--- src/pkg/selector_defines.vh ---
// Constants for the power source selector logic: timing counts and reset levels.
// Assumes a 125 MHz mclk and comparator results delivered as logic levels.
// Functional notes
// - Adapter absent: sleep, PWM off, battery on
// - Select high, adapter present: adapter switch on
// - Adapter-present flag follows adapter detect
// - Alarm while depletion sense below threshold
// - Fallback variant: alarm on selector mismatch
// - Flag no battery from dedicated comparator
// - Fallback: no battery selects adapter, PWM allowed
// - Select high, adapter present: battery switch off
// - Reference override above 0.25 V wins
// - Charge enable low: PWM off, gate high
// - PWM only with present, select or fallback, enable
// - Rail above battery feedback: battery off
// - Battery switch on only after adapter off
// - Adapter insertion deglitched about 100 us
// - Zero-volt mode: PWM off, pass on
`ifndef SELECTOR_DEFINES_VH
`define SELECTOR_DEFINES_VH

// ==========================================================
// Timing
// ==========================================================
`define CLK_PERIOD_PS      8000
`define DEGLITCH_TIME_US   100
`define DEGLITCH_CYCLES    ((`DEGLITCH_TIME_US * 1000000) / `CLK_PERIOD_PS)
`define DEGLITCH_W         14

// ==========================================================
// Reset levels (drives are active low: high = switch off)
// ==========================================================
`define RST_ADAPTER_DRIVE  1'b1
`define RST_BATTERY_DRIVE  1'b0
`define RST_PWM_GATE       1'b1

// ==========================================================
// Interrupt status bit positions
// ==========================================================
`define EV_ADAPTER_IN      0
`define EV_ADAPTER_OUT     1
`define EV_DEPLETED        2
`define EV_NO_BATTERY      3
`define EV_W               4
`endif

--- src/hw/sync2.v ---
// Two flip-flop synchroniser for one asynchronous level.
// Assumes the input may change at any time relative to mclk.
`timescale 1ns/1ps
module sync2
(
    mclk,
    srst,
    async_in,
    sync_out
);
    input  wire mclk;      // System clock
    input  wire srst;      // Synchronous reset
    input  wire async_in;  // Pin level
    output reg  sync_out;  // Level safe for logic

    reg stage1_reg;        // Read only by the second stage

    // ==========================================================
    // Synchroniser stages
    // ==========================================================
    // Metastability guard: stage1 feeds nothing else
    always @(posedge mclk)
    begin
        if (srst)
        begin
            stage1_reg <= 1'b0;
            sync_out   <= 1'b0;
        end
        else
        begin
            stage1_reg <= async_in;
            sync_out   <= stage1_reg;
        end
    end
endmodule // sync2

--- src/hw/power_selector.v ---
// Selection logic: power source switches, PWM gating, flags, event register.
// Assumes comparator outputs arrive asynchronously as clean logic levels.
`timescale 1ns/1ps
`include "selector_defines.vh"
module power_selector
(
    mclk,
    srst,
    adapter_detect_in,
    depletion_cmp_in,
    no_battery_cmp_in,
    zero_volt_cmp_in,
    source_select_in,
    charge_enable_in,
    system_rail_sense,
    ref_override_cmp_in,
    fallback_variant,
    pwm_request_in,
    reg_addr,
    reg_wdata,
    reg_wr,
    reg_rd,
    reg_rdata,
    adapter_switch_drive,
    battery_switch_drive,
    adapter_present_flag,
    alarm_out,
    pwm_enable,
    pwm_gate,
    sleep_mode,
    zero_volt_pass_on,
    use_external_ref,
    no_battery_flag,
    irq
);
    input  wire       mclk;                 // 125 MHz system clock
    input  wire       srst;                 // Synchronous reset, high
    input  wire       adapter_detect_in;    // Adapter detect above threshold
    input  wire       depletion_cmp_in;     // High: depletion_sense below trip
    input  wire       no_battery_cmp_in;    // High: battery below 80 % of trip
    input  wire       zero_volt_cmp_in;     // High: below zero-volt threshold
    input  wire       source_select_in;     // High adapter, low battery
    input  wire       charge_enable_in;     // Charge enable pin
    input  wire       system_rail_sense;    // High: rail above battery feedback
    input  wire       ref_override_cmp_in;  // High: voltage_ref_override > 0.25 V
    input  wire       fallback_variant;     // Tie high for auto fallback part
    input  wire       pwm_request_in;       // Raw modulator output, high = on
    input  wire [1:0] reg_addr;             // Register index
    input  wire [7:0] reg_wdata;            // Write data
    input  wire       reg_wr;               // Write strobe
    input  wire       reg_rd;               // Read strobe
    output reg  [7:0] reg_rdata;            // Read data, cycle after strobe
    output reg        adapter_switch_drive; // Low = adapter switch on
    output reg        battery_switch_drive; // Low = battery switch on
    output reg        adapter_present_flag; // Valid adapter power
    output reg        alarm_out;            // Depleted or mismatch
    output reg        pwm_enable;           // Modulator allowed to run
    output reg        pwm_gate;             // Gate drive, high = off
    output reg        sleep_mode;           // Low power state
    output reg        zero_volt_pass_on;    // Pass switch on
    output reg        use_external_ref;     // Select override reference
    output reg        no_battery_flag;      // Battery missing
    output reg        irq;                  // Level interrupt

    // ==========================================================
    // Input synchronisers
    // ==========================================================
    wire det_s;     // Adapter detect
    wire dep_s;     // Depleted
    wire nob_s;     // No battery
    wire zv_s;      // Zero volt
    wire sel_s;     // Source select
    wire en_s;      // Charge enable
    wire rail_s;    // Rail above battery
    wire ref_s;     // Override above 0.25 V
    wire fb_s;      // Variant strap
    wire pwmr_s;    // Modulator request

    wire [9:0] raw_in;
    wire [9:0] syn_in;
    assign raw_in = {pwm_request_in, fallback_variant, ref_override_cmp_in,
                     system_rail_sense, charge_enable_in, source_select_in,
                     zero_volt_cmp_in, no_battery_cmp_in, depletion_cmp_in,
                     adapter_detect_in};
    assign {pwmr_s, fb_s, ref_s, rail_s, en_s, sel_s, zv_s, nob_s, dep_s, det_s}
        = syn_in;

    // All pins pass two stages before use
    // Straps go through too; it only costs two cycles of latency
    // Reset clears every stage, so all pins read low at first
    genvar gi;
    generate
        for (gi = 0; gi < 10; gi = gi + 1)
        begin : g_sync
            sync2 u_sync
            (
                .mclk     (mclk),
                .srst     (srst),
                .async_in (raw_in[gi]),
                .sync_out (syn_in[gi])
            );
        end
    endgenerate

    // ==========================================================
    // Insertion deglitch
    // ==========================================================
    localparam integer DEG_CYCLES_I = `DEGLITCH_CYCLES;  // 100 us of mclk
    // Sliced on purpose: the count fits the counter width
    localparam [`DEGLITCH_W-1:0] DEG_MAX = DEG_CYCLES_I[`DEGLITCH_W-1:0];
    reg [`DEGLITCH_W-1:0] deg_cnt_reg;  // Stable-high counter
    reg                   present_reg;  // Deglitched presence

    // Insertion must hold ~100 us; loss acts at once
    always @(posedge mclk)
    begin
        if (srst)
        begin
            deg_cnt_reg <= {`DEGLITCH_W{1'b0}};
            present_reg <= 1'b0;
        end
        else if (!det_s)
        begin
            // Loss is never delayed, so sleep is prompt
            deg_cnt_reg <= {`DEGLITCH_W{1'b0}};
            present_reg <= 1'b0;
        end
        else if (deg_cnt_reg == DEG_MAX - 1'b1)
        begin
            // Counter parks here while detect holds
            present_reg <= 1'b1;
        end
        else
        begin
            deg_cnt_reg <= deg_cnt_reg + 1'b1;
        end
    end

    // ==========================================================
    // Source selection state machine
    // ==========================================================
    localparam [1:0] ST_BAT      = 2'd0;  // Battery feeding system
    localparam [1:0] ST_TO_AC    = 2'd1;  // Battery off, adapter pending
    localparam [1:0] ST_AC       = 2'd2;  // Adapter feeding system
    localparam [1:0] ST_TO_BAT   = 2'd3;  // Adapter off, waiting on rail

    reg  [1:0] state_reg;
    reg  [1:0] state_next;
    wire       want_ac;     // Adapter should feed system
    wire       fallback_ac; // No-battery forced adapter

    assign fallback_ac = fb_s & nob_s & present_reg;
    assign want_ac = present_reg & (sel_s | fallback_ac);

    // Next state; break before make both ways
    // Limitation: a rail sense tied low skips the wait, so the
    // switches then rely on the two-cycle gap alone
    always @*
    begin
        state_next = state_reg;
        case (state_reg)
            ST_BAT:
                if (want_ac)
                    state_next = ST_TO_AC;
            ST_TO_AC:
                // Battery now off; adapter may close
                state_next = want_ac ? ST_AC : ST_BAT;
            ST_AC:
                if (!want_ac)
                    state_next = ST_TO_BAT;
            ST_TO_BAT:
                // Hold battery off until rail falls below battery
                if (want_ac)
                    state_next = ST_AC;
                else if (!rail_s || !present_reg)
                    state_next = ST_BAT;
            default:
                state_next = ST_BAT;
        endcase
    end

    // State register
    always @(posedge mclk)
    begin
        if (srst)
            state_reg <= ST_BAT;
        else
            state_reg <= state_next;
    end

    // ==========================================================
    // Output decode
    // ==========================================================
    wire pwm_ok;   // PWM conditions met
    wire zv_mode;  // Zero-volt mode

    // Zero-volt compare gated by enable, select and presence; it sits below the depletion trip
    assign zv_mode = zv_s & en_s & sel_s & present_reg;
    // Fallback keeps the modulator allowed while enable is high
    assign pwm_ok  = want_ac & en_s & !zv_mode;

    // Registered drives keep outputs glitch free
    always @(posedge mclk)
    begin
        if (srst)
        begin
            // Battery selected, PWM off
            adapter_switch_drive <= `RST_ADAPTER_DRIVE;
            battery_switch_drive <= `RST_BATTERY_DRIVE;
            adapter_present_flag <= 1'b0;
            alarm_out            <= 1'b0;
            pwm_enable           <= 1'b0;
            pwm_gate             <= `RST_PWM_GATE;
            sleep_mode           <= 1'b1;
            zero_volt_pass_on    <= 1'b0;
            use_external_ref     <= 1'b0;
            no_battery_flag      <= 1'b0;
        end
        else
        begin
            sleep_mode           <= !present_reg;
            adapter_present_flag <= present_reg;
            // Adapter on only in ST_AC
            // Opens in the cycle presence or select drops, not one later
            adapter_switch_drive <= !((state_reg == ST_AC) & want_ac);
            // Battery off when adapter path or rail high
            battery_switch_drive <= (state_reg != ST_BAT) | rail_s;
            // Mismatch only counts on fallback part
            alarm_out            <= dep_s | (fb_s & (sel_s != want_ac));
            no_battery_flag      <= nob_s;
            use_external_ref     <= ref_s;
            zero_volt_pass_on    <= zv_mode;
            pwm_enable           <= pwm_ok;
            // Gate held high whenever disabled
            pwm_gate             <= !(pwm_ok & pwmr_s);
        end
    end

    // ==========================================================
    // Event status, mask and interrupt
    // ==========================================================
    // Register map:
    //   0 status, write one to clear: 0 adapter in, 1 adapter out,
    //     2 depletion rise, 3 no-battery rise
    //   1 mask, same layout; irq is a flop so it lags status by a cycle
    //   2 live levels, read only; 3 reads zero, writes are dropped
    localparam [1:0] A_STATUS = 2'd0;  // W1C sticky events
    localparam [1:0] A_MASK   = 2'd1;  // Interrupt enables
    localparam [1:0] A_LIVE   = 2'd2;  // Live levels, read only

    reg  [`EV_W-1:0] status_reg;
    reg  [`EV_W-1:0] mask_reg;
    reg              pres_d_reg;  // For edges
    reg              dep_d_reg;
    reg              nob_d_reg;
    wire [`EV_W-1:0] ev;
    wire [7:0]       live;

    assign ev[`EV_ADAPTER_IN]  = present_reg & !pres_d_reg;
    assign ev[`EV_ADAPTER_OUT] = !present_reg & pres_d_reg;
    assign ev[`EV_DEPLETED]    = dep_s & !dep_d_reg;
    assign ev[`EV_NO_BATTERY]  = nob_s & !nob_d_reg;
    assign live = {1'b0, zv_mode, fallback_ac, nob_s, dep_s, present_reg, state_reg};

    // Set beats a same-cycle clear
    always @(posedge mclk)
    begin
        if (srst)
        begin
            status_reg <= {`EV_W{1'b0}};
            mask_reg   <= {`EV_W{1'b0}};
            pres_d_reg <= 1'b0;
            dep_d_reg  <= 1'b0;
            nob_d_reg  <= 1'b0;
            irq        <= 1'b0;
            reg_rdata  <= 8'h00;
        end
        else
        begin
            pres_d_reg <= present_reg;
            dep_d_reg  <= dep_s;
            nob_d_reg  <= nob_s;
            if (reg_wr && reg_addr == A_STATUS)
                status_reg <= (status_reg & ~reg_wdata[`EV_W-1:0]) | ev;
            else
                status_reg <= status_reg | ev;
            if (reg_wr && reg_addr == A_MASK)
                mask_reg <= reg_wdata[`EV_W-1:0];
            irq <= |(status_reg & mask_reg);
            // Read data valid only the cycle after the strobe
            if (reg_rd)
                case (reg_addr)
                    A_STATUS: reg_rdata <= {4'h0, status_reg};
                    A_MASK:   reg_rdata <= {4'h0, mask_reg};
                    A_LIVE:   reg_rdata <= live;
                    default:  reg_rdata <= 8'h00;
                endcase
            else
                reg_rdata <= 8'h00;
        end
    end
endmodule // power_selector

--- config.mk ---
export PLATFORM = sky130hd
export DESIGN_NAME = power_selector
export DESIGN_NICKNAME = d
export VERILOG_FILES = /design/src/hw/sync2.v /design/src/hw/power_selector.v
export VERILOG_INCLUDE_DIRS = /design/src /design/src/pkg
export SDC_FILE = /design/constraint.sdc
export NUM_CORES = 1
export LEC_CHECK = 0
export BUFFER_PORTS_ARGS = -buffer_cell sky130_fd_sc_hd__buf_2
export CORE_MARGIN = 5
export CORE_UTILIZATION = 40
export CTS_CLUSTER_SIZE = 16
export DETAILED_ROUTE_END_ITERATION = 16
export GPL_TIMING_DRIVEN = 0
export PLACE_DENSITY = 0.6
export SYNTH_ARGS = -nofsm -noshare
export SYNTH_HDL_FRONTEND = slang
export SYNTH_HIERARCHICAL = 1
export SYNTH_SLANG_ARGS = --single-unit
--- constraint.sdc ---
create_clock -name mclk -period 2.45 [get_ports mclk]
set_input_delay 0.49 -clock mclk [delete_from_list [all_inputs] [get_ports mclk]]
set_output_delay 0.49 -clock mclk [all_outputs]
set_load 0.02 [all_outputs]
* Yosys cells after proc, flatten, opt, wreduce, memory -nomap -nowiden *
Index checks and enable logic that the tools add are counted.

operators by class
  $add $sub $neg = 1
  equality and inequality tests = 10
  multiplexer cells = 8
  bitwise operators = 25
  reduce and logical (&&, ||, !) cells = 18

operators with widths
  kind                                                 number
  one-hot mux 7 bit (3 select lines)                   1
  AND 1 bit                                            15
  adder 14 x 1 -> 14 bit, second input constant        1
  equality test 14 bit, second input constant          1
  two-way mux 2 bit                                    5
  AND 4 bit                                            2
  logical NOT 1 bit                                    8
  OR 4 bit                                             2
  one-hot mux 2 bit (4 select lines)                   1
  equality test 2 bit, second input constant           3
  equality test 2 x 1 -> 1 bit, second input constant  2
  logical NOT 2 bit                                    2
  two-way mux 4 bit                                    1
  != test 2 bit, second input constant                 2
  inverter 4 bit                                       1
  OR reduction 2 bit                                   2
  OR reduction 4 bit                                   1
  != test 3 bit, second input constant                 1
  OR 1 bit                                             3
  AND reduction 3 bit                                  1
  logical AND 1 bit                                    2
  inverter 1 bit                                       2
  nonzero test 2 bit                                   1
  logical OR 1 bit                                     1
  != test 1 bit                                        1

storage, ports and cells
  bits in registers = 65
  input port bits = 24
  output and inout bits = 19

* Longest topological paths before layout *
Gate-level depths: netlist of the first run.

  depth after elaboration = 8
  depth in mapped cells = 6

* Hierarchy *
The synthesis of the first run kept the hierarchy.

by module, submodules not included
  module          times used  cells an instance  area each (um^2)  seq. area each (um^2)
  power_selector  1           187                1719.1            880.8
  sync2           10          4                  52.6              40.0

* Worst setup path before layout of the first run *
OpenSTA, ideal clock, no wires.

  kind = register -> register
  start point = reg deg_cnt_reg[2]
  end point = reg deg_cnt_reg[2]
  setup time = 67 ps
  arrival time = 1742 ps
  data required time = 2383 ps
  setup slack = 641 ps
  stages on the path, launching flop included = 6
  buffers on the path = 1
  clock period less this slack = 1809 ps
  cells stage by stage = dfxtp_1 > or4b_1 > or4_4 > buf_6 > a21bo_1 > a21oi_2

between the ends
  longest elaborated chain between the ends = 1
  elaborated cells between the ends (all ways) = 2
  those cells by class = add/sub: 1; eq/ne: 1

RTL lines
  element                                                         RTL line                                    source
  start: declaration                                              power_selector.v:111                        reg [`DEGLITCH_W-1:0] deg_cnt_reg;
  start signal: assignment                                        power_selector.v:119                        deg_cnt_reg <= {`DEGLITCH_W{1'b0}};
  start signal: assignment                                        power_selector.v:125                        deg_cnt_reg <= {`DEGLITCH_W{1'b0}};
  start signal: assignment                                        power_selector.v:135                        deg_cnt_reg <= deg_cnt_reg + 1'b1;
  adder 14 x 1 -> 14 bit or equality test 14 bit (tied branches)  power_selector.v:135, power_selector.v:128

Several ways; a longest one is shown, not always the timed one.
A chain may end at the register's enable or synchronous reset.

* Worst setup path in the final report of the first run *
  start point = reg deg_cnt_reg[0]
  end point = reg deg_cnt_reg[2]

Same word-level chain as after synthesis.

==> metrics.md, run 1 <==
| Metric | Value |
|---|---|
| Worst vdd ir | `0.000432 V` |
| Leading area contributor after synthesis | `dfxtp_1` |
| Ys flop type | `dfxtp_1` |
| Clk Latency, worst-skew pair | `0.33 ns` |
| # fillers | `555` |
| Synth area leaders | `dfxtp_1 (57%), nor2b_1 (7.5%), nor2_1 (5.4%), mux2i_1 (4.5%), a21oi_1 (2.9%)` |
| Top-count cell post-synth | `dfxtp_1` |
| GPL Wtd Cong | `0.765` |
| Tcrit/Tclk final | `0.800` |
| Clock transition at the registers of the reported paths | `0.07 ns` |
| TritonCTS Sinks | `64` |
| Final hold violation count | `0` |
| Routed via count | `roughly 1.6k` |
| Yosys cell types | `37` |
| Ys async rst share | `0` |
| Nature of the critical path startpoint | `flop` |
| Post-CTS resize count | `0` |
| Core Footprint | `0.00547 mm²` |
| Ys Warns | `6` |
| Final slew viol count | `0` |
| Layout area overhead | `21.9%` |
| CTS Buffer Depth | `2` |
| F_max | `510 MHz` |
| Post-CTS Setup Bufs | `0` |
| Initial DRC Count | `80` |
| Max FFs per register | `14` |
| Die X | `84.9 µm` |
| Crit path max fanout | `6` |
| Yosys reg bits | `64` |
| Pwr dens | `777 mW/mm²` |
| Grt total ovfl | `0` |
| Slew margin rel. | `0.657` |
| Layout cell share with drive strength beyond 1 | `0.204` |
| Synthesized Nets | `between 200 and 300` |
| Top cells by count, synth | `dfxtp_1 (64), nor2_1 (32), nor2b_1 (27)` |
| R2r setup slk | `0.49 ns` |
| Post-Synthesis Cell Area | `0.00224 mm²` |
| Die height | `approximately 85 µm` |
| Via/cell ratio | `4.57` |
| Leak pwr | `1.11 nW` |
| H-tree Lvls | `3` |
| Remaining DRCs | `0` |
| FF-to-FF path depth | `6` |
| Worst min path class | `input port to flop` |
| Synth Instances | `227` |
| Min-Delay Endpoint | `g_sync[8].u_sync/stage1_reg` |
| Post-DRT Antenna Nets | `0` |
| DP Wirelength | `2910 µm` |
| Initial antenna violation count | `0` |
| Initial Util | `0.410` |
| Ports | `43` |
| Global-route wire length before repair | `roughly 7000 µm` |
| Post-layout nets | `299` |
| Critical Path Sink Type | `flop` |
| DRT Wirelength | `4140 µm` |
| DIE AREA | `0.00721 mm²` |
| Post-synth EDFFs | `0` |
| Cell Rows | `27` |
| CTS Buf Count | `9` |
| CTS root buf | `clkbuf_8` |
| Seq/Total Area, Yosys | `0.571` |
| Clock Skews | `0.00440 ns` |
| Tmin final | `~2.0 ns` |
| Worst slew pin tran | `0.515 ns` |
| DR pass1 iterations | `4` |
| CTS tree | `done` |
| Average wire per standard cell | `approximately 12 µm` |
| RR Startpoint | `deg_cnt_reg[0]` |
| Max-cap viol count | `0` |
| Status | `finished, final reports clean` |
| Hold_sp | `fallback_variant` |
| Synthesized area per cell | `approximately 9.9 µm²` |
| Largest net degree at the start of global routing | `25` |
| PortBufs | `36` |
| Cts hold-fix bufs | `0` |
| GRT Overall Usage | `0.126` |
| Required time worst endpoint | `2.72 ns` |
| FF-to-FF End | `deg_cnt_reg[2]` |
| Final setup viols | `0` |
| Hold depth | `2` |
| Vias in the first global route | `1518` |
| WS Path Type | `flop to flop` |
| Core Util, Final | `0.500` |
| Top-area cell type share of the netlist area | `0.571` |
| Unrepaired setup endpoints after global routing | `false` |
| WP data arrival | `2.23 ns` |
| ANT cells | `0` |
| Setup_tns | `0 ns` |
## per-layer routing
metal | vias up | part of all wire | GRT usage
li1 | 858 | - | -
met2 | 30 | 0.44 | 0.182
met3 | 8 | 0.055 | 0.0689
met5 | - | 0 | 0
met1 | 707 | 0.48 | 0.154
met4 | 0 | 0.018 | 0.0561
## metrics by stage
step           cell area (µm²)  hold slack [ns]  power, mW  cells  worst slack [ns]
2_1_floorplan             2240            0.343       1.14    227             0.641
3_3_place_gp              2510            0.344       1.17    335             0.384
3_5_place_dp              2510            0.350       1.17    335             0.410
4_1_cts                   2740            0.342       2.16    351             0.480
5_1_grt                   2740            0.332       2.23    351             0.327
6_report                  2740            0.360       2.12    351             0.490
## area by class of cell
cell class              instances  area [µm²]  share of cell area
inverters                       4        15.0             0.00549
flip-flops and latches         64        1280               0.468
multi-input cells             152         911               0.333
repair buffers                 36         180              0.0659
plain buffers                   7        37.5              0.0137
clock buffers                  10         138              0.0503
clock inverters                 6        82.6              0.0302
well taps                      72        90.1              0.0329
## where the power goes
group | switching (mW) | internal, mW | total, mW
clock | 0.381 | 0.594 | 0.975
combinational | 0.0406 | 0.0351 | 0.0757
sequential | 0.0107 | 1.06 | 1.07
total | 0.432 | 1.69 | 2.12
## worst max-delay path, cell delays in order, from the launching register on
cell and delay (ns):
dfxtp_1 0.45, ha_1 0.28, nand3_1 0.19, or4_4 0.52
buf_6 0.14, a21bo_1 0.19, a21oi_2 0.11
## kinds of logic (layout without fill, tap and decap cells)
family                     Yosys count  in the layout  synth area share
other                                1              1           0.00167
buffers and inverters               11             63            0.0234
xor gates and xnor gates            10             10            0.0390
AOI/OAI and AO/OA                   24             24            0.0652
DFF                                 64             64             0.571
muxes                               10             10            0.0446
adders and majority gates            1              1           0.00557
and+or+nand+nor                    106            106             0.250
## how the worst max path moves through the flow
stage               slack, ns                    to      startpoint
finish                   0.49        deg_cnt_reg[2]  deg_cnt_reg[0]
global route             0.33        deg_cnt_reg[2]  deg_cnt_reg[0]
CTS                      0.48        deg_cnt_reg[2]  deg_cnt_reg[0]
detailed placement       0.41  battery_switch_drive            srst
global placement         0.38  battery_switch_drive            srst
floorplan                0.64        deg_cnt_reg[2]  deg_cnt_reg[2]
## placed cells by master (no fill, tap or decap), types with 4 or more instances in the layout
cell	instances
nor3_1	6
clkbuf_1	4
a21oi_1	13
nor2b_1	27
nand2_1	12
nor2_1	32
mux2i_1	10
nand4_1	4
inv_1	4
buf_2	36
clkbuf_8	10
xnor2_1	7
dfxtp_1	64
nand3_1	7
(Power assumes the default switching activity.)
==> inputs of run 2 (changes only) <==
==> constraint.sdc (replaced) <==
create_clock -name mclk -period 2 [get_ports mclk]
set_input_delay 0.4 -clock mclk [delete_from_list [all_inputs] [get_ports mclk]]
set_output_delay 0.4 -clock mclk [all_outputs]
set_load 0.02 [all_outputs]
==> run 2 against run 1 <==
Critical endpoint unchanged. Worst hold slack got worse by 0.095 ns. Worst setup slack worse by 0.40 ns. Critical path type unchanged. Cell area up 0.18%. Via count is 0.56% higher. Cell count unchanged. Fmax rose by 2.4%. Clock power is 23% higher. Register-to-register slack worse by 0.40 ns. Core utilization is 0.091 points higher. Sequential share of layout area barely moved. Flip-flop and latch count unchanged. Sequential power is 23% higher.
==> metrics.md, run 2 (synthesized netlist as in run 1, its figures left out) <==
| Metric | Value |
|---|---|
| Commonest non-fill, non-tap cells in the layout | `dfxtp_1 (62), buf_2 (36), nor2_1 (32)` |
| Initial Util | `0.410 (unchanged)` |
| TritonCTS Sinks | `64 (unchanged)` |
| CTS Buf Count | `9 (unchanged)` |
| Clk Latency, worst-skew pair | `0.34 ns (about the same)` |
| Max FFs per register | `14 (unchanged)` |
| Final slew viol count | `0 (unchanged)` |
| DIE AREA | `0.00721 mm² (unchanged)` |
| Pwr dens | `953 mW/mm² (+23%)` |
| Via/cell ratio | `4.59 (+0.56%)` |
| GRT Overall Usage | `0.126 (unchanged)` |
| Vias in the first global route | `1518 (unchanged)` |
| H-tree Lvls | `3 (unchanged)` |
| Core Util, Final | `0.501 (+0.000915)` |
| WS Path Type | `flop to flop` |
| Tcrit/Tclk final | `0.957 (+0.157)` |
| GPL Wtd Cong | `0.765 (unchanged)` |
| Remaining DRCs | `0 (unchanged)` |
| Worst path max stage delay | `0.53 ns (about the same)` |
| Setup_tns | `0 ns (unchanged)` |
| Largest net degree at the start of global routing | `25 (unchanged)` |
| Leak pwr | `1.11 nW (-0.19%)` |
| Routed via count | `1612 (+0.56%)` |
| Post-layout nets | `299 (unchanged)` |
| CP Cell Sequence | `or4b_1 -> or4_4 -> buf_6 -> a21bo_1 -> a21oi_2` |
| Die height | `84.9 µm (unchanged)` |
| # fillers | `558 (+0.54%)` |
| F_max | `523 MHz (+2.4%)` |
| Required time worst endpoint | `2.27 ns (-0.45 ns)` |
| WP data arrival | `2.19 ns (-0.04 ns)` |
| Worst slew pin tran | `0.503 ns (-0.0120 ns)` |
| Max-cap viol count | `0 (unchanged)` |
| Crit path max fanout | `7 (+1)` |
| Final hold violation count | `0 (unchanged)` |
| ANT cells | `0 (unchanged)` |
| Core Footprint | `0.00547 mm² (unchanged)` |
| Global-route wire length before repair | `7040 µm (unchanged)` |
| Top delay family on crit path | `simple AND/OR/NAND/NOR gates` |
| Cell Rows | `27 (unchanged)` |
| Layout cell share with drive strength beyond 1 | `0.215 (+0.0108)` |
| Tmin final | `1.91 ns (-0.0466 ns)` |
| Slew margin rel. | `0.665 (+0.00800)` |
| Worst vdd ir | `0.000532 V (+23%)` |
| Grt total ovfl | `0 (unchanged)` |
| Nature of the critical path startpoint | `flop` |
| Clock transition at the registers of the reported paths | `0.07 ns (about the same)` |
| Total power | `2.61 mW (+23%)` |
| CTS tree | `done` |
| Average wire per standard cell | `12.0 µm (+1.5%)` |
| PortBufs | `36 (unchanged)` |
| Initial antenna violation count | `0 (unchanged)` |
| Post-CTS Setup Bufs | `0 (unchanged)` |
| Initial DRC Count | `78 (-2.5%)` |
| Critical-path top delay cell | `or4_4` |
| DP Wirelength | `2910 µm (unchanged)` |
| Commonest non-fill, non-tap cell in the layout | `dfxtp_1` |
| Critical Path Sink Type | `flop` |
| Unrepaired setup endpoints after global routing | `false` |
| CP bufs+invs | `1 (unchanged)` |
| Layout area overhead | `22.1%` |
| Die X | `84.9 µm (unchanged)` |
| DRT Wirelength | `4200 µm (+1.5%)` |
| Clock Skews | `0.00403 ns (-0.000367 ns)` |
| Final setup viols | `0 (unchanged)` |
| Status | `finished, final reports clean` |
| CTS root buf | `clkbuf_8` |
| Ports | `43 (unchanged)` |
| CTS Buffer Depth | `2 (unchanged)` |
| Post-DRT Antenna Nets | `0 (unchanged)` |
| R2r setup slk | `0.09 ns (-0.40 ns)` |
| DR pass1 iterations | `4 (unchanged)` |
| Worst min path class | `input port to flop` |
## run 2: changes by cell type in the layout (fill, tap and decap cells not counted)
cell | previous run | this run
dfxtp_1 | 64 | 62
ha_1 | 1 | 0
dfxtp_2 | 0 | 2
ha_2 | 0 | 1
## run 2: area by class of cell
cell class,count,area (µm²),area share
flip-flops and latches,64,1280,0.468
multi-input cells,152,913,0.333
repair buffers,36,180,0.0658
clock buffers,10,138,0.0502
well taps,72,90.1,0.0329
clock inverters,6,82.6,0.0301
plain buffers,7,37.5,0.0137
inverters,4,15.0,0.00548
## run 2: final timing paths
check | from | end | cells after the start
worst min-delay path | fallback_variant | g_sync[8].u_sync/stage1_reg | 2
worst max register to register | deg_cnt_reg[2] | deg_cnt_reg[2] | 5
worst min register to register | g_sync[9].u_sync/sync_out | pwm_gate | 1
worst max-delay path | deg_cnt_reg[2] | deg_cnt_reg[2] | 5
## run 2: stage by stage
stage                     area (µm²)  hold slack [ns]  setup slack, ns  cells
after floorplan                 2240            0.343            0.191    227
final                           2740            0.265           0.0866    351
after CTS                       2740            0.252           0.0302    351
after global placement          2510            0.344           0.0238    335
after detailed placement        2510            0.350           0.0495    335
after global routing            2740            0.242           0.0242    351
## run 2: where the power goes
part,internal [mW],switching [mW]
sequential,1.30,0.0131
combinational,0.0430,0.0499
clock,0.728,0.476
total,2.07,0.539
## run 2: repair_timing
item | CTS | global route
resized for setup | 0 | 3
hold buffers | 0 | 0
endpoints found under the setup margin | 0 | 3
hold endpoints to repair | 0 | 0
## run 2: per-layer routing
| layer | wire length, µm | global-route usage | vias up |
|---|---|---|---|
| li1 | - | - | 857 |
| met1 | 1990 | 0.154 | 710 |
| met2 | 1850 | 0.182 | 33 |
| met3 | 269 | 0.0689 | 12 |
| met4 | 89 | 0.0561 | 0 |
| met5 | 0 | 0 | - |
==> inputs of run 3 (changes only) <==
--- a/config.mk
+++ b/config.mk
@@ -6,13 +6,14 @@
 export SDC_FILE = /design/constraint.sdc
 export NUM_CORES = 1
 export LEC_CHECK = 0
+export ABC_AREA = 1
 export BUFFER_PORTS_ARGS = -buffer_cell sky130_fd_sc_hd__buf_2
 export CORE_MARGIN = 5
-export CORE_UTILIZATION = 40
+export CORE_UTILIZATION = 54
 export CTS_CLUSTER_SIZE = 16
 export DETAILED_ROUTE_END_ITERATION = 16
 export GPL_TIMING_DRIVEN = 0
-export PLACE_DENSITY = 0.6
+export PLACE_DENSITY = 0.76
 export SYNTH_ARGS = -nofsm -noshare
 export SYNTH_HDL_FRONTEND = slang
 export SYNTH_HIERARCHICAL = 1
==> run 3 against run 2 <==
Worst hold slack got worse by 0.0039 ns. Flip-flop and latch count did not move. Clock-buffer cell count rose by 1. Core utilization rose by 16 points. Via count rose by 26%. Register-to-register slack improved by 0.56 ns. Die area fell by 17%. First-iteration DRC count rose by 37%. Critical endpoint is now deg_cnt_reg[4]. Largest power group unchanged.
==> metrics.md, run 3 <==
| Metric | Value |
|---|---|
| Post-Synthesis Cell Area | `0.00244 mm² (+8.5%)` |
| Ys Warns | `6 (unchanged)` |
| Pwr dens | `867 mW/mm² (-9.0%)` |
| Final hold violation count | `0 (unchanged)` |
| Flop pwr share | `0.526 (+0.022)` |
| Remaining DRCs | `0 (unchanged)` |
| FF+latch area | `0.00128 mm² (-0.19%)` |
| DIE AREA | `0.00595 mm² (-17%)` |
| WS Path Type | `input port to flop` |
| Tmin final | `1.36 ns (-0.551 ns)` |
| Setup_tns | `0 ns (unchanged)` |
| Top-area cell type share of the netlist area | `0.526 (-0.0449)` |
| Status | `finished, final reports clean` |
| CTS Buf Count | `9 (unchanged)` |
| Logic pwr share | `0.039 (+0.003)` |
| Via/cell ratio | `4.75 (+3.5%)` |
| Ys flop type | `dfxtp_1` |
| Unrepaired setup endpoints after global routing | `false` |
| Global-route wire length before repair | `8310 µm (+18%)` |
| Setup WS post-layout | `0.637 ns (+0.551 ns)` |
| Most Crowded Layer GR | `met2` |
| Post-CTS Setup Bufs | `0 (unchanged)` |
| GRT Overall Usage | `0.172 (+0.0458)` |
| Average wire per standard cell | `10.6 µm (-11%)` |
| Seq/Total Area, Yosys | `0.526 (-0.0449)` |
| Yosys cell types | `29 (-22%)` |
| P_int | `1.94 mW (-6.2%)` |
| Synth area leaders | `dfxtp_1 (53%), nand2_1 (9.7%), nor2_1 (8.9%), inv_1 (7.4%), nand3_1 (6.0%)` |
| Synthesized Nets | `347 (+38%)` |
| PortBufs | `36 (unchanged)` |
| Grt total ovfl | `0 (unchanged)` |
| Yosys reg bits | `64 (unchanged)` |
| Commonest non-fill, non-tap cell in the layout | `dfxtp_1` |
| Leak pwr | `1.24 nW (+11%)` |
| GPL Wtd Cong | `0.871 (+14%)` |
| Cell Rows | `24 (-11%)` |
| CTS tree | `done` |
| Top-count cell post-synth | `dfxtp_1` |
| DP Worst Slack | `0.242 ns (+0.192 ns)` |
| Layout area overhead | `18.2%` |
| Post-layout nets | `394 (+32%)` |
| Clock power frac | `0.435 (-0.026)` |
| Final slew viol count | `0 (unchanged)` |
| Leading area contributor after synthesis | `dfxtp_1` |
| # fillers | `394 (-29%)` |
| Layout cell share with drive strength beyond 1 | `0.179 (-0.0359)` |
| Worst vdd ir | `0.000450 V (-16%)` |
| DR pass1 iterations | `4 (unchanged)` |
| DRT Wirelength | `4530 µm (+7.9%)` |
| Footprint of the multi-input gates | `943 µm² (+3.3%)` |
| Required time worst endpoint | `2.23 ns (-0.04 ns)` |
| CTS Buffer Depth | `2 (unchanged)` |
| Crit path max fanout | `22 (+15)` |
| Max FFs per register | `14 (unchanged)` |
| Critical Path Sink Type | `flop` |
| WP data arrival | `1.60 ns (-0.59 ns)` |
| Top cells by count, synth | `dfxtp_1 (64), nand2_1 (63), nor2_1 (58)` |
| Switching share of power | `0.221 (+0.0146)` |
| Tcrit/Tclk final | `0.681 (-0.275)` |
| Post-synth EDFFs | `0 (unchanged)` |
| Post-CTS resize count | `0 (unchanged)` |
| Met2 usage in global routing | `0.263 (+0.0804)` |
| Clock Skews | `0.00579 ns (+0.00176 ns)` |
| Nature of the critical path startpoint | `input port` |
| Met1 GRT Util | `0.210 (+0.0558)` |
| Initial antenna violation count | `0 (unchanged)` |
| H-tree Lvls | `3 (unchanged)` |
| Ys async rst share | `0 (unchanged)` |
| DP Wirelength | `3300 µm (+13%)` |
| Routed via count | `2024 (+26%)` |
| Clock transition at the registers of the reported paths | `0.07 ns (about the same)` |
| Met3 Use GR | `0.0738 (+0.00484)` |
| Synth Instances | `322 (+42%)` |
| Final setup viols | `0 (unchanged)` |
| Largest net degree at the start of global routing | `23 (-8.0%)` |
| Hold depth | `3 (+1)` |
| TritonCTS Sinks | `64 (unchanged)` |
| Total power | `2.50 mW (-4.4%)` |
| Cts hold-fix bufs | `0 (unchanged)` |
| Worst min path class | `input port to flop` |
| Die height | `77.2 µm (-9.1%)` |
| Commonest non-fill, non-tap cells in the layout | `dfxtp_1 (64), nand2_1 (63), nor2_1 (58)` |
| F_max | `734 MHz (+40%)` |
| Post-DRT Antenna Nets | `0 (unchanged)` |
| Initial DRC Count | `107 (+37%)` |
| Vias in the first global route | `1912 (+26%)` |
| Initial Util | `0.559 (+0.149)` |
| NetSw | `0.551 mW (+2.3%)` |
| Core Util, Final | `0.661 (+0.161)` |
| Ports | `43 (unchanged)` |
| Core Footprint | `0.00435 mm² (-20%)` |
| Max-cap viol count | `0 (unchanged)` |
| ANT cells | `0 (unchanged)` |
| FF-to-FF path depth | `6 (+1)` |
| Die X | `77.2 µm (-9.1%)` |
| Clk Latency, worst-skew pair | `0.33 ns (about the same)` |
| CTS root buf | `clkbuf_8` |
| Synthesized area per cell | `7.57 µm² (-23%)` |
run 3: through the flow:
stage / cell area (µm²) / std cells / hold slack (ns)
final: 2880 / 426 / 0.261
after global routing: 2880 / 426 / 0.246
after detailed placement: 2680 / 410 / 0.378
after global placement: 2680 / 410 / 0.354
after CTS: 2880 / 426 / 0.247
after floorplan: 2440 / 322 / 0.351
run 3: layout make-up:
| type | instances | share of cell area |
|---|---|---|
| tap | 52 | 0.0226 |
| clock buffer | 11 | 0.0491 |
| clock inverter | 5 | 0.0196 |
| timing repair buffer | 36 | 0.0626 |
| buffer | 5 | 0.00826 |
| inverter | 50 | 0.0652 |
| sequential | 64 | 0.445 |
| multi-input combinational | 203 | 0.328 |
run 3: metal layers:
layer,wire length [µm],share of wire
met1,2010,0.44
met2,2130,0.47
met3,312,0.069
met4,70,0.015
met5,0,0
run 3: cell families (layout without fill, tap and decap cells):
| kind of cell | Yosys count | count (layout) | share of synthesized area |
|---|---|---|---|
| XOR/XNOR | 3 | 3 | 0.0108 |
| buffers and inverters | 55 | 107 | 0.0868 |
| adder cells (fa/ha/maj) | 1 | 1 | 0.00514 |
| other | 1 | 1 | 0.00154 |
| flip-flops | 64 | 64 | 0.526 |
| AND/OR/NAND/NOR | 171 | 171 | 0.309 |
| AO/OA/AOI/OAI | 27 | 27 | 0.0611 |
run 3: critical path, stage by stage:
cell and delay (ns):
buf_2 0.32, inv_1 0.18, nand2_1 0.11, clkbuf_1 0.38, a21oi_1 0.08, o21a_1 0.12
run 3: path summary, 6_finish.rpt:
kind,startpoint,endpoint,slack (ns)
min,depletion_cmp_in,g_sync[1].u_sync/stage1_reg,0.26
min reg2reg,g_sync[9].u_sync/sync_out,pwm_gate,0.40
max,srst,deg_cnt_reg[4],0.64
max reg2reg,deg_cnt_reg[0],deg_cnt_reg[6],0.65
run 3: power by group through the flow:
| stage | clock network [mW] | logic (mW) | registers, mW |
|---|---|---|---|
| 6_report | 1.09 | 0.0963 | 1.31 |
| 5_1_grt | 1.19 | 0.112 | 1.32 |
| 4_1_cts | 1.11 | 0.0977 | 1.31 |
| 3_5_place_dp | 0 | 0.0965 | 1.34 |
| 3_3_place_gp | 0 | 0.0945 | 1.34 |
| 2_1_floorplan | 0 | 0.0527 | 1.34 |
